`config.mk`:
```
export PLATFORM = sky130hd
export DESIGN_NAME = ffs_supervisor
export DESIGN_NICKNAME = d
export VERILOG_FILES = /design/src/rtl/ffs_pkg.sv /design/src/rtl/ffs_supervisor.sv
export SDC_FILE = /design/constraint.sdc
export NUM_CORES = 1
export LEC_CHECK = 0
export ABC_AREA = 0
export BUFFER_PORTS_ARGS = -buffer_cell sky130_fd_sc_hd__buf_2
export CAP_MARGIN = 30
export CORE_UTILIZATION = 45
export DETAILED_ROUTE_END_ITERATION = 8
export GPL_TIMING_DRIVEN = 0
export PLACE_DENSITY = 0.75
export SETUP_SLACK_MARGIN = 0.1
export SLEW_MARGIN = 20
export SYNTH_ARGS = -nofsm -noshare
export SYNTH_HDL_FRONTEND = slang
export SYNTH_SLANG_ARGS = --single-unit
```
`constraint.sdc`:
```
create_clock -name clk_in -period 2.8 [get_ports clk_in]
set_input_delay 0.84 -clock clk_in [delete_from_list [all_inputs] [get_ports clk_in]]
set_output_delay 0.84 -clock clk_in [all_outputs]
set_load 0.01 [all_outputs]
```
`src/rtl/ffs_pkg.sv`:
```
//
// Purpose: Shared constants and types for the fan fault supervisor.
// Assumes: Analog comparators sit outside and deliver synchronous levels.
// Notes:   All periods are counted in PWM cycles except the sense blanking.
//
package ffs_pkg;

    // ------------------------------------------------------------------
    // Clock and blanking time
    // ------------------------------------------------------------------
    localparam int CLK_PERIOD_NS = 10;
    localparam int BLANK_TIME_NS = 1000;
    // Least time: round up to whole cycles, never below one
    localparam int BLANK_CYCLES_I =
        (BLANK_TIME_NS + CLK_PERIOD_NS - 1) / CLK_PERIOD_NS;
    localparam logic [7:0] BLANK_CYCLES =
        8'((BLANK_CYCLES_I < 1) ? 1 : BLANK_CYCLES_I);

    // ------------------------------------------------------------------
    // Counts in PWM cycles and pulses
    // ------------------------------------------------------------------
    localparam logic [5:0] MISS_CYCLES    = 6'h20;  // 32 missing cycles
    localparam logic [5:0] DIAG_CYCLES    = 6'h03;  // 3 diagnostic cycles
    localparam logic [5:0] START_CYCLES   = 6'h20;  // 32 start-up cycles
    localparam logic [5:0] WINDOW_CYCLES  = 6'h20;  // 32 cycle fault window
    localparam logic [4:0] RECOVER_PULSES = 5'h10;  // 16 pulses to recover

    // ------------------------------------------------------------------
    // Reset values
    // ------------------------------------------------------------------
    localparam logic [5:0] CNT_RESET   = 6'h00;
    localparam logic [4:0] PULSE_RESET = 5'h00;
    localparam logic [7:0] BLANK_RESET = 8'h00;

    // ------------------------------------------------------------------
    // Supervisor states
    // ------------------------------------------------------------------
    typedef enum logic [2:0] {
        FFS_SLEEP,     // Shutdown, drive low, alarm released
        FFS_START1,    // First start-up period
        FFS_START2,    // Repeat start-up period
        FFS_RUN,       // Normal PWM
        FFS_DIAG,      // Diagnostic full drive
        FFS_DSTART,    // Start-up after diagnostic
        FFS_FAULT      // Fan fault, full drive, alarm low
    } ffs_state_t;

    // ------------------------------------------------------------------
    // Analog front end levels and strobes
    // ------------------------------------------------------------------
    typedef struct packed {
        logic temp_above_ramp;   // temperature_level above ramp
        logic floor_above_ramp;  // floor_level above ramp
        logic overheat_reached;  // temperature_level at overheat_threshold
        logic overheat_cleared;  // below threshold by overheat_hysteresis
        logic below_sleep;       // floor_level below sleep_threshold
        logic above_wake;        // floor_level above wake_threshold
        logic pulse;             // Commutation pulse strobe
        logic cycle;             // PWM cycle boundary strobe
    } ffs_front_t;

endpackage

```
`src/rtl/ffs_supervisor.sv`:
```
//
// Purpose: Fan drive supervisor with missing-pulse detection and restart.
// Assumes: Front end strobes are one clk_in cycle wide and synchronous.
// Notes:   Alarm is open drain: alarm_out is always low, enable low drives.
//
// Notes on behaviour
// - Alarm is active-low open drain output.
// - Overheat variant alarms at overheat threshold.
// - Overheat alarm clears only after full hysteresis.
// - Thirty-two missing cycles start diagnostic period.
// - Diagnostic drives high three cycles; pulse resumes.
// - Failed diagnostic runs 32-cycle start-up, pulse resumes.
// - Failed start-up after diagnostic enters fan fault.
// - Fault keeps alarm low, drive high, monitoring.
// - Sixteen pulses in 32 cycles clear fault.
// - Shutdown in fault releases alarm, drives low.
// - Fault drives full duty; afterwards the higher of temperature and floor applies.
// - Accepted pulse, unless first after turn-on, clears missing-pulse timer.
// - Pulses ignored during blanking after drive rise.
// - First pulse after each turn-on discarded in PWM.
// - Parameter removes the overheat alarm path.
// - Power-up start-up runs twice, then fault.
// - Shutdown holds drive low, alarm inactive.
// - Duty follows higher of temperature and floor.
//
`timescale 1ns/1ns

module ffs_supervisor #(
    parameter bit OVERHEAT_EN = 1'b1   // Overheat alarm variant
) (
    // Clock and reset
    input  wire logic               clk_in,
    input  wire logic               rst_in,
    // Analog front end
    input  wire ffs_pkg::ffs_front_t front_in,
    // Fan drive
    output logic                    drive_out,
    // Open-drain alarm
    output logic                    alarm_out,
    output logic                    alarm_oe_n_out,
    // Status
    output logic                    fan_fault_out,
    output logic                    overheat_out
);

    // ------------------------------------------------------------------
    // Declarations
    // ------------------------------------------------------------------
    ffs_pkg::ffs_state_t state_reg;
    ffs_pkg::ffs_state_t state_next;
    logic [5:0]          cnt_reg;
    logic [4:0]          pulse_cnt_reg;
    logic [7:0]          blank_cnt_reg;
    logic                first_taken_reg;
    logic                overheat_reg;
    logic                drive_reg;
    logic                drive_next;
    logic                alarm_oe_n_reg;
    logic                fan_fault_reg;
    logic                accepted;
    logic                good_pulse;
    logic                cnt_done;
    logic [5:0]          cnt_limit;
    logic                alarm_next;

    // ------------------------------------------------------------------
    // Pulse qualification
    // ------------------------------------------------------------------

    // Pulse seen outside the blanking interval
    assign accepted = front_in.pulse &&
                      (blank_cnt_reg == ffs_pkg::BLANK_RESET);

    // First pulse of each turn-on is a locked-rotor artefact; it is
    // dropped in every state, else a stalled fan that the diagnostic
    // turns on would look alive and the fault would never be raised
    assign good_pulse = accepted && first_taken_reg;

    // Blanking counter, reloaded at each drive rise
    always_ff @(posedge clk_in) begin
        if (rst_in) begin
            blank_cnt_reg <= ffs_pkg::BLANK_RESET;
        end else if (drive_next && !drive_reg) begin
            blank_cnt_reg <= ffs_pkg::BLANK_CYCLES;
        end else if (blank_cnt_reg != ffs_pkg::BLANK_RESET) begin
            blank_cnt_reg <= blank_cnt_reg - 8'h01;
        end
    end

    // Initial pulse blanker, armed at each drive rise
    always_ff @(posedge clk_in) begin
        if (rst_in) begin
            first_taken_reg <= 1'b0;
        end else if (drive_next && !drive_reg) begin
            first_taken_reg <= 1'b0;
        end else if (accepted) begin
            first_taken_reg <= 1'b1;
        end
    end

    // ------------------------------------------------------------------
    // Cycle counter limit per state
    // ------------------------------------------------------------------

    // Length of the current timed period in PWM cycles
    always_comb begin
        case (state_reg)
            ffs_pkg::FFS_RUN:   cnt_limit = ffs_pkg::MISS_CYCLES;
            ffs_pkg::FFS_DIAG:  cnt_limit = ffs_pkg::DIAG_CYCLES;
            ffs_pkg::FFS_FAULT: cnt_limit = ffs_pkg::WINDOW_CYCLES;
            default:            cnt_limit = ffs_pkg::START_CYCLES;
        endcase
    end

    // Last cycle of the period ends with this strobe
    assign cnt_done = front_in.cycle &&
                      (cnt_reg == cnt_limit - 6'h01);

    // ------------------------------------------------------------------
    // State sequencing
    // ------------------------------------------------------------------

    // Next state; shutdown overrides every other state
    always_comb begin
        state_next = state_reg;
        case (state_reg)
            ffs_pkg::FFS_SLEEP: begin
                if (front_in.above_wake) begin
                    state_next = ffs_pkg::FFS_START1;
                end
            end
            ffs_pkg::FFS_START1: begin
                if (good_pulse) begin
                    state_next = ffs_pkg::FFS_RUN;
                end else if (cnt_done) begin
                    state_next = ffs_pkg::FFS_START2;
                end
            end
            ffs_pkg::FFS_START2: begin
                if (good_pulse) begin
                    state_next = ffs_pkg::FFS_RUN;
                end else if (cnt_done) begin
                    state_next = ffs_pkg::FFS_FAULT;
                end
            end
            ffs_pkg::FFS_RUN: begin
                if (!good_pulse && cnt_done) begin
                    state_next = ffs_pkg::FFS_DIAG;
                end
            end
            ffs_pkg::FFS_DIAG: begin
                if (good_pulse) begin
                    state_next = ffs_pkg::FFS_RUN;
                end else if (cnt_done) begin
                    state_next = ffs_pkg::FFS_DSTART;
                end
            end
            ffs_pkg::FFS_DSTART: begin
                if (good_pulse) begin
                    state_next = ffs_pkg::FFS_RUN;
                end else if (cnt_done) begin
                    state_next = ffs_pkg::FFS_FAULT;
                end
            end
            ffs_pkg::FFS_FAULT: begin
                if (good_pulse &&
                    (pulse_cnt_reg == ffs_pkg::RECOVER_PULSES - 5'h01)) begin
                    state_next = ffs_pkg::FFS_RUN;
                end
            end
            default: begin
                state_next = ffs_pkg::FFS_START1;
            end
        endcase
        if (front_in.below_sleep) begin
            state_next = ffs_pkg::FFS_SLEEP;
        end
    end

    // State register; reset counts as power-up
    always_ff @(posedge clk_in) begin
        if (rst_in) begin
            state_reg <= ffs_pkg::FFS_START1;
        end else begin
            state_reg <= state_next;
        end
    end

    // Cycle counter: restarts on state change and on a good pulse in RUN
    always_ff @(posedge clk_in) begin
        if (rst_in) begin
            cnt_reg <= ffs_pkg::CNT_RESET;
        end else if (state_next != state_reg) begin
            cnt_reg <= ffs_pkg::CNT_RESET;
        end else if (good_pulse && state_reg == ffs_pkg::FFS_RUN) begin
            cnt_reg <= ffs_pkg::CNT_RESET;
        end else if (cnt_done) begin
            cnt_reg <= ffs_pkg::CNT_RESET;
        end else if (front_in.cycle) begin
            cnt_reg <= cnt_reg + 6'h01;
        end
    end

    // Pulse counter for the recovery window
    always_ff @(posedge clk_in) begin
        if (rst_in) begin
            pulse_cnt_reg <= ffs_pkg::PULSE_RESET;
        end else if (state_reg != ffs_pkg::FFS_FAULT) begin
            pulse_cnt_reg <= ffs_pkg::PULSE_RESET;
        end else if (cnt_done) begin
            // A pulse on the window's last strobe opens the next window
            pulse_cnt_reg <= good_pulse ? 5'h01 : ffs_pkg::PULSE_RESET;
        end else if (good_pulse) begin
            pulse_cnt_reg <= pulse_cnt_reg + 5'h01;
        end
    end

    // ------------------------------------------------------------------
    // Overheat flag with hysteresis
    // ------------------------------------------------------------------

    // Set at threshold, clear only once fully below the hysteresis band
    always_ff @(posedge clk_in) begin
        if (rst_in) begin
            overheat_reg <= 1'b0;
        end else if (!OVERHEAT_EN) begin
            overheat_reg <= 1'b0;
        end else if (front_in.overheat_reached) begin
            overheat_reg <= 1'b1;
        end else if (front_in.overheat_cleared) begin
            overheat_reg <= 1'b0;
        end
    end

    // ------------------------------------------------------------------
    // Drive and alarm
    // ------------------------------------------------------------------

    // Drive level for the next cycle
    always_comb begin
        case (state_next)
            ffs_pkg::FFS_SLEEP: drive_next = 1'b0;
            ffs_pkg::FFS_RUN: begin
                // Higher level wins; after a fault the same rule applies
                drive_next = front_in.temp_above_ramp ||
                             front_in.floor_above_ramp;
            end
            ffs_pkg::FFS_FAULT: drive_next = 1'b1;
            default:            drive_next = 1'b1;
        endcase
    end

    // Alarm from fan fault, or overheat unless asleep
    assign alarm_next = (state_next == ffs_pkg::FFS_FAULT) ||
                        (OVERHEAT_EN && overheat_reg &&
                         state_next != ffs_pkg::FFS_SLEEP);

    // Output flip-flops
    always_ff @(posedge clk_in) begin
        if (rst_in) begin
            drive_reg      <= 1'b0;
            alarm_oe_n_reg <= 1'b1;
            fan_fault_reg  <= 1'b0;
        end else begin
            drive_reg      <= drive_next;
            alarm_oe_n_reg <= !alarm_next;
            fan_fault_reg  <= (state_next == ffs_pkg::FFS_FAULT);
        end
    end

    // Open-drain pin never drives high
    always_ff @(posedge clk_in) begin
        alarm_out <= 1'b0;
    end

    assign drive_out      = drive_reg;
    assign alarm_oe_n_out = alarm_oe_n_reg;
    assign fan_fault_out  = fan_fault_reg;
    assign overheat_out   = overheat_reg;

endmodule

```
==> results.py, run 1 <==
metrics = {
    "routing": {
        "totalWireLength_um": 3424,
        "wire_per_inst_um": 14.15,
        "drt_pre_antenna_iters": 4,
        "first_iter_violations": 92,
        "antenna_violation_net_count_after_detailed_routing": 0,
        "routed-via-count": 1420,
        "remaining_drc_errors": 0,
        "viasPerCell": 5.868,
    },
    "worst_setup_path": {
        "crit_type": "reg -> reg",
        "worstSetupStartpointType": "flip-flop",
        "timing.rr.end": "blank_cnt_reg[7]",
        "path_cells": "inv_2 -> ha_4 -> or4b_4 -> buf_6 -> or3_4 -> buf_6 -> o211a_4 -> or3_4 -> o211a_4 -> nor4_4",
        "critPathRequiredTime_ps": 3070,
        "critPathCapture": "blank_cnt_reg[7]",
        "crit_fanout": 6,
        "critical_path_arrival_ps": 3020,
        "rr_startpoint": "blank_cnt_reg[0]",
        "r2r_setup_slack_ps": 50,
        "crit_path_max_incr_delay_ps": 460,
        "end_kind": "flip-flop",
        "critical_path.slowest_cell": "sky130_fd_sc_hd__or4b_4",
        "timing.critical_path.from": "blank_cnt_reg[0]",
        "worst_r2r_path_depth": 10,
    },
    "sta": {
        "worst_slew_margin_rel": 0.5111,
        "timing.final.hold_violations": 0,
        "slew_at_the_pin_with_the_worst_max_slew_slack_ps": 730.7,
        "final_max_slew_viol_count": 0,
        "setup_repair_after_global_routing_missed_its_margin": "true",
        "achievable-frequency_ghz": 0.3630,
        "setup-violations-final": 0,
        "fin_clk_skew_ps": 11.71,
        "finalCritPeriodShare": 0.9838,
        "final.setup.worst_slack_ps": 45.28,
        "final_period_minus_worst_setup_slack_ps": 2755,
    },
    "synth": {
        "synth_top_flop_cell": "sky130_fd_sc_hd__dfxtp_1",
        "ys_warn_count": 0,
        "postSynthRegisterBits": 27,
        "synthArstFlopShare": 0,
        "syn_nets": 192,
        "seq_area_frac_synth": 0.3618,
        "post_synth_edffs": 0,
        "synth_cell_type_count": 44,
        "syn_avg_cell_area_um2": 8.440,
        "syn_inst": 177,
        "syn_area_um2": 1494,
    },
    "die": {
        "dieArea_um2": 3555,
        "core.rowCount": 20,
        "core_um2": 3103,
        "start_util": 0.4815,
        "fp.dieW_um": 59.62,
        "boundaryPins": 15,
        "die_y_um": 59.62,
    },
    "power": {
        "p_leak_nw": 0.6298,
        "power-per-cell-area_nw_per_um2": 693.7,
        "vdd_drop_max_v": 0.0003845,
    },
    "layout": {
        "multi_input_comb_area_um2": 977.2,
        "postLayoutCellArea_um2": 1793,
        "final_layout_size_suffix_gt1_frac": 0.2727,
        "insertedDiodeCount": 0,
        "finish.cell_count_without_fillers": 242,
        "fin_util": 0.5778,
        "largest_register_ffs": 8,
        "final.fill_count": 290,
        "sequential_cell_area_um2": 543.0,
        "final_nets": 214,
        "area.growth.synth_to_final_pct": 20.02,
    },
    "placed_design": {
        "dp.cells": 232,
        "dpl_worst_slack_ps": -156.4,
        "gp_congestion": 0.8415,
        "place_hpwl_um": 2309,
        "io_buffers": 11,
        "placement.cell_area_um2": 1618,
    },
    "worst_hold_path": {
        "hold_path_class": "reg -> reg",
        "worstHoldPathCells": 2,
    },
    "run_status": {
        "outcome": "finished, final reports clean",
    },
    "clock_network": {
        "cts.clk_slew.worst_paths_ps": 160,
        "total_clock_sinks": 27,
        "cts_made_buffers": 3,
        "clock_latency_late_sink_ps": 340,
        "cts_tree": "built",
        "depth_of_the_cts_h_tree": 1,
        "clk_path_buf_depth": 2,
        "clockRootBuffer": "sky130_fd_sc_hd__clkbuf_4",
        "holdBufCountCts": 0,
    },
    "global_routing": {
        "grt_max_degree": 17,
        "global_route.overflow_total": 0,
        "grt_pass1_vias": 1229,
        "grt_pass1_wl_um": 5154,
        "initial_antenna_violation_count": 0,
        "grt.total_usage": 0.1937,
    },
    "flow_run": {
        "max_cap_violations": 0,
    },
}
## timing repair
item | 4_1_cts | 5_1_grt
setup buffers | 6 | 0
resized for setup | 5 | 16
setup endpoints to repair | 15 | 16
pin swaps | 4 | 5
## area by class of cell
type / count / area share
clock inverter: 1 / 0.004187
multi-input combinational: 132 / 0.5450
clock buffer: 3 / 0.01256
timing repair buffer: 17 / 0.05583
buffer: 12 / 0.03629
sequential: 27 / 0.3029
inverter: 6 / 0.01256
tap: 44 / 0.03070
## worst min path at each step
stage / slack (ps) / from / endpoint
after CTS: 500 / pulse_cnt_reg[4] / pulse_cnt_reg[4]
final: 500 / pulse_cnt_reg[1] / pulse_cnt_reg[1]
after global placement: 460 / pulse_cnt_reg[1] / pulse_cnt_reg[1]
after global routing: 530 / pulse_cnt_reg[4] / pulse_cnt_reg[4]
after floorplan: 450 / pulse_cnt_reg[1] / pulse_cnt_reg[1]
after detailed placement: 480 / pulse_cnt_reg[4] / pulse_cnt_reg[4]
## critical path: cells and delay by family, from the launching register on
kind                       cells  cell delay [ps]
and+or+nand+nor                4             1310
AOI/OAI and AO/OA              2              540
DFF                            1              360
buffers and inverters          3              350
adders and majority gates      1              120
## through the flow
| step | TNS [ps] | hold WS, ps | power (mW) |
|---|---|---|---|
| CTS | 0 | 501.3 | 1.194 |
| floorplan | 0 | 453.7 | 0.8718 |
| global route | -59.47 | 534.9 | 1.328 |
| finish | 0 | 498.5 | 1.244 |
| detailed placement | -1031 | 482.5 | 0.9531 |
| global placement | -538.5 | 463.6 | 0.9324 |
## layer usage
| metal | global-route usage | vias to the layer above | routed length (um) |
|---|---|---|---|
| li1 | - | 682 | - |
| met1 | 0.2387 | 681 | 1540 |
| met2 | 0.3307 | 45 | 1647 |
| met3 | 0.03275 | 12 | 136 |
| met4 | 0.08306 | 0 | 100 |
| met5 | 0 | - | 0 |
## cell usage in the layout, fill, tap and decap left out, drive strengths merged, types with 7 or more instances in the layout
| master | instances |
|---|---|
| a21oi | 9 |
| dfxtp | 27 |
| buf | 20 |
| nor2 | 14 |
| nand2 | 16 |
| clkbuf | 12 |
| nor4 | 7 |
| nor3 | 19 |
## where the power goes
part           switching [mW]  leakage [nW]  internal, mW
clock network           0.122        0.0139        0.0547
logic                   0.300         0.395         0.268
registers              0.0549         0.221         0.444
total                   0.477         0.630         0.766
## cell usage after synthesis, types with 3 or more instances
| library cell | n | area share |
|---|---|---|
| sky130_fd_sc_hd__and3_1 | 3 | 0.013 |
| sky130_fd_sc_hd__xor2_1 | 6 | 0.035 |
| sky130_fd_sc_hd__nor2_1 | 14 | 0.035 |
| sky130_fd_sc_hd__o2111ai_1 | 3 | 0.018 |
| sky130_fd_sc_hd__xnor2_1 | 5 | 0.029 |
| sky130_fd_sc_hd__ha_1 | 5 | 0.042 |
| sky130_fd_sc_hd__dfxtp_1 | 27 | 0.36 |
| sky130_fd_sc_hd__nand2_1 | 16 | 0.040 |
| sky130_fd_sc_hd__clkbuf_1 | 9 | 0.023 |
| sky130_fd_sc_hd__nor4_1 | 4 | 0.017 |
| sky130_fd_sc_hd__o21ai_0 | 6 | 0.020 |
| sky130_fd_sc_hd__nor3_1 | 19 | 0.064 |
| sky130_fd_sc_hd__inv_1 | 6 | 0.015 |
| sky130_fd_sc_hd__nand4_1 | 5 | 0.021 |
| sky130_fd_sc_hd__a21oi_1 | 9 | 0.030 |
| sky130_fd_sc_hd__or3_1 | 3 | 0.013 |
## logic make-up after synthesis
kind of cell               after synthesis  share of synthesized area
adders and majority gates                5                    0.04188
AOI/OAI and AO/OA                       31                     0.1474
xor gates and xnor gates                11                    0.06449
and+or+nand+nor                         81                     0.3116
DFF                                     27                     0.3618
muxes                                    3                    0.02094
buffers and inverters                   18                    0.04941
other                                    1                   0.002510
Note: power is estimated with default switching activity, not from simulation.
==> run 2: changes to the inputs <==
--- a/config.mk
+++ b/config.mk
@@ -11,7 +11,7 @@
 export CORE_UTILIZATION = 45
 export DETAILED_ROUTE_END_ITERATION = 8
 export GPL_TIMING_DRIVEN = 0
-export PLACE_DENSITY = 0.75
+export PLACE_DENSITY = 0.66
 export SETUP_SLACK_MARGIN = 0.1
 export SLEW_MARGIN = 20
 export SYNTH_ARGS = -nofsm -noshare
==> results.py, run 2 (synthesis gave the netlist of run 1 again) <==
metrics = {
    "sta": {
        "setup_repair_after_global_routing_missed_its_margin": "true",
        "worst_slew_margin_rel": 0.4644,
        "final_max_slew_viol_count": 0,
        "final.setup.worst_slack_ps": 127.9,
        "slew_at_the_pin_with_the_worst_max_slew_slack_ps": 800.5,
        "achievable-frequency_ghz": 0.3742,
        "finalCritPeriodShare": 0.9543,
        "final_period_minus_worst_setup_slack_ps": 2672,
        "setup-violations-final": 0,
        "fin_clk_skew_ps": 16.78,
        "timing.final.hold_violations": 0,
    },
    "run_status": {
        "outcome": "finished, final reports clean",
    },
    "layout": {
        "largest_register_ffs": 8,
        "final_layout_size_suffix_gt1_frac": 0.2814,
        "commonest_non_fill_non_tap_cell_in_the_layout": "sky130_fd_sc_hd__dfxtp_1",
        "most_frequent_cells_in_the_layout": "sky130_fd_sc_hd__dfxtp_1, sky130_fd_sc_hd__nand2_1, sky130_fd_sc_hd__nor2_1",
        "final_nets": 215,
        "final.fill_count": 305,
        "fin_util": 0.5810,
        "insertedDiodeCount": 0,
        "area.growth.synth_to_final_pct": 20.69,
    },
    "worst_setup_path": {
        "worst-path-buf-inv": 3,
        "critical_path_arrival_ps": 2930,
        "path_cells": "inv_2 -> ha_1 -> or4b_4 -> buf_6 -> or3_4 -> buf_6 -> o211a_4 -> or3_4 -> o211a_4 -> nor4_4",
        "worstSetupPathDepth": 10,
        "worstSetupStartpointType": "flip-flop",
        "timing.critical_path.from": "blank_cnt_reg[0]",
        "crit_path_max_incr_delay_ps": 460,
        "end_kind": "flip-flop",
        "rr_startpoint": "blank_cnt_reg[0]",
        "critPathRequiredTime_ps": 3050,
        "critPathCapture": "blank_cnt_reg[3]",
        "crit_fanout": 6,
        "critical_path.slowest_cell": "sky130_fd_sc_hd__or4b_4",
        "timing.rr.end": "blank_cnt_reg[3]",
        "worst_r2r_path_depth": 10,
        "crit_type": "reg -> reg",
        "r2r_setup_slack_ps": 130,
        "worst_path_dominant_cell_family": "simple AND/OR/NAND/NOR gates",
    },
    "die": {
        "core.rowCount": 20,
        "start_util": 0.4815,
        "boundaryPins": 15,
        "dieArea_um2": 3555,
        "core_um2": 3103,
        "die_y_um": 59.62,
        "fp.dieW_um": 59.62,
    },
    "power": {
        "share_clk_of_total_power": 0.140,
        "power_mw": 1.258,
        "seqPwrFrac": 0.396,
        "switching_part_of_the_total": 0.3848,
        "vdd_drop_max_v": 0.0004586,
        "power-per-cell-area_nw_per_um2": 697.7,
        "p_leak_nw": 0.6394,
        "power_report.internal_total_mw": 0.7738,
        "p_switching_mw": 0.4840,
        "comb_power_share": 0.464,
    },
    "global_routing": {
        "global_route.overflow_total": 0,
        "grt.total_usage": 0.1962,
        "grt_pass1_wl_um": 5333,
        "grt_pass1_vias": 1193,
        "grt_max_degree": 16,
        "initial_antenna_violation_count": 0,
    },
    "worst_hold_path": {
        "hold_path_class": "reg -> reg",
        "worstHoldPathCells": 2,
        "min_from": "pulse_cnt_reg[1]",
    },
    "placed_design": {
        "io_buffers": 11,
        "gp_congestion": 0.8471,
        "place_hpwl_um": 2222,
        "dpl_worst_slack_ps": -181.9,
    },
    "routing": {
        "drt_pre_antenna_iters": 4,
        "first_iter_violations": 64,
        "remaining_drc_errors": 0,
        "routed-via-count": 1370,
        "totalWireLength_um": 3311,
        "antenna_violation_net_count_after_detailed_routing": 0,
        "viasPerCell": 5.638,
        "wire_per_inst_um": 13.63,
    },
    "clock_network": {
        "cts_made_buffers": 3,
        "cts_tree": "built",
        "depth_of_the_cts_h_tree": 1,
        "clk_path_buf_depth": 2,
        "clock_latency_late_sink_ps": 340,
        "cts.clk_slew.worst_paths_ps": 140,
        "holdBufCountCts": 0,
        "total_clock_sinks": 27,
        "clockRootBuffer": "sky130_fd_sc_hd__clkbuf_4",
    },
    "flow_run": {
        "max_cap_violations": 0,
    },
}
run 2: changes by cell type in the layout (fill, tap and decap cells not counted):
cell / before / now
sky130_fd_sc_hd__buf_4: 7 / 8
sky130_fd_sc_hd__nor3_2: 6 / 8
sky130_fd_sc_hd__ha_4: 1 / 0
sky130_fd_sc_hd__ha_1: 4 / 5
sky130_fd_sc_hd__clkinvlp_4: 1 / 0
sky130_fd_sc_hd__nor4_2: 3 / 2
sky130_fd_sc_hd__clkinv_2: 0 / 1
sky130_fd_sc_hd__nor3_1: 13 / 11
sky130_fd_sc_hd__or4b_4: 1 / 2
sky130_fd_sc_hd__nor3b_1: 1 / 2
sky130_fd_sc_hd__nor3b_2: 1 / 0
sky130_fd_sc_hd__or4b_1: 1 / 0
sky130_fd_sc_hd__nor4_4: 1 / 2
run 2: worst min-delay path, stage by stage (launching register included):
cell and delay [ps]:
sky130_fd_sc_hd__dfxtp_1 350, sky130_fd_sc_hd__nand2_1 60, sky130_fd_sc_hd__a21oi_1 50
run 2: what timing repair did:
action	4_1_cts	5_1_grt
resized for setup	6	16
pin swaps	4	8
endpoints found under the setup margin	14	15
setup buffers	6	1
cloned	0	0
run 2: layout make-up:
| class | instances | area (um2) | area share |
|---|---|---|---|
| buffer | 12 | 65.06 | 0.03609 |
| clock buffer | 3 | 22.52 | 0.01249 |
| clock inverter | 1 | 5.005 | 0.002776 |
| inverter | 6 | 22.52 | 0.01249 |
| multi-input combinational | 132 | 982.2 | 0.5448 |
| sequential | 27 | 543.0 | 0.3012 |
| tap | 44 | 55.05 | 0.03053 |
| timing repair buffer | 18 | 107.6 | 0.05968 |
run 2: power by group through the flow:
stage | registers (mW) | logic [mW] | clock network (mW)
3_5_place_dp | 0.502 | 0.445 | 0
6_report | 0.498 | 0.584 | 0.176
4_1_cts | 0.493 | 0.534 | 0.180
2_1_floorplan | 0.492 | 0.380 | 0
5_1_grt | 0.506 | 0.646 | 0.198
3_3_place_gp | 0.501 | 0.438 | 0
run 2: metrics by stage:
stage	setup TNS, ps	instance area, um2	hold slack [ps]	std cells
6_report	0	1803	490.8	243
5_1_grt	0	1803	511.2	243
4_1_cts	0	1719	493.9	242
3_5_place_dp	-1084	1618	474.1	232
3_3_place_gp	-748.4	1618	467.9	232
2_1_floorplan	0	1508	453.7	177
run 2: worst min-delay path by stage:
| stage | slack [ps] | endpoint |
|---|---|---|
| global placement | 470 | pulse_cnt_reg[1] |
| finish | 490 | pulse_cnt_reg[1] |
| detailed placement | 470 | pulse_cnt_reg[1] |
| floorplan | 450 | pulse_cnt_reg[1] |
| global route | 510 | pulse_cnt_reg[1] |
| CTS | 490 | pulse_cnt_reg[1] |
run 2: per-layer routing:
metal	wire length, um	vias to the layer above	global-route usage
met5	0	-	0
met2	1620	32	0.3419
met1	1503	644	0.2420
li1	-	688	-
met4	44	0	0.04651
met3	142	6	0.04803
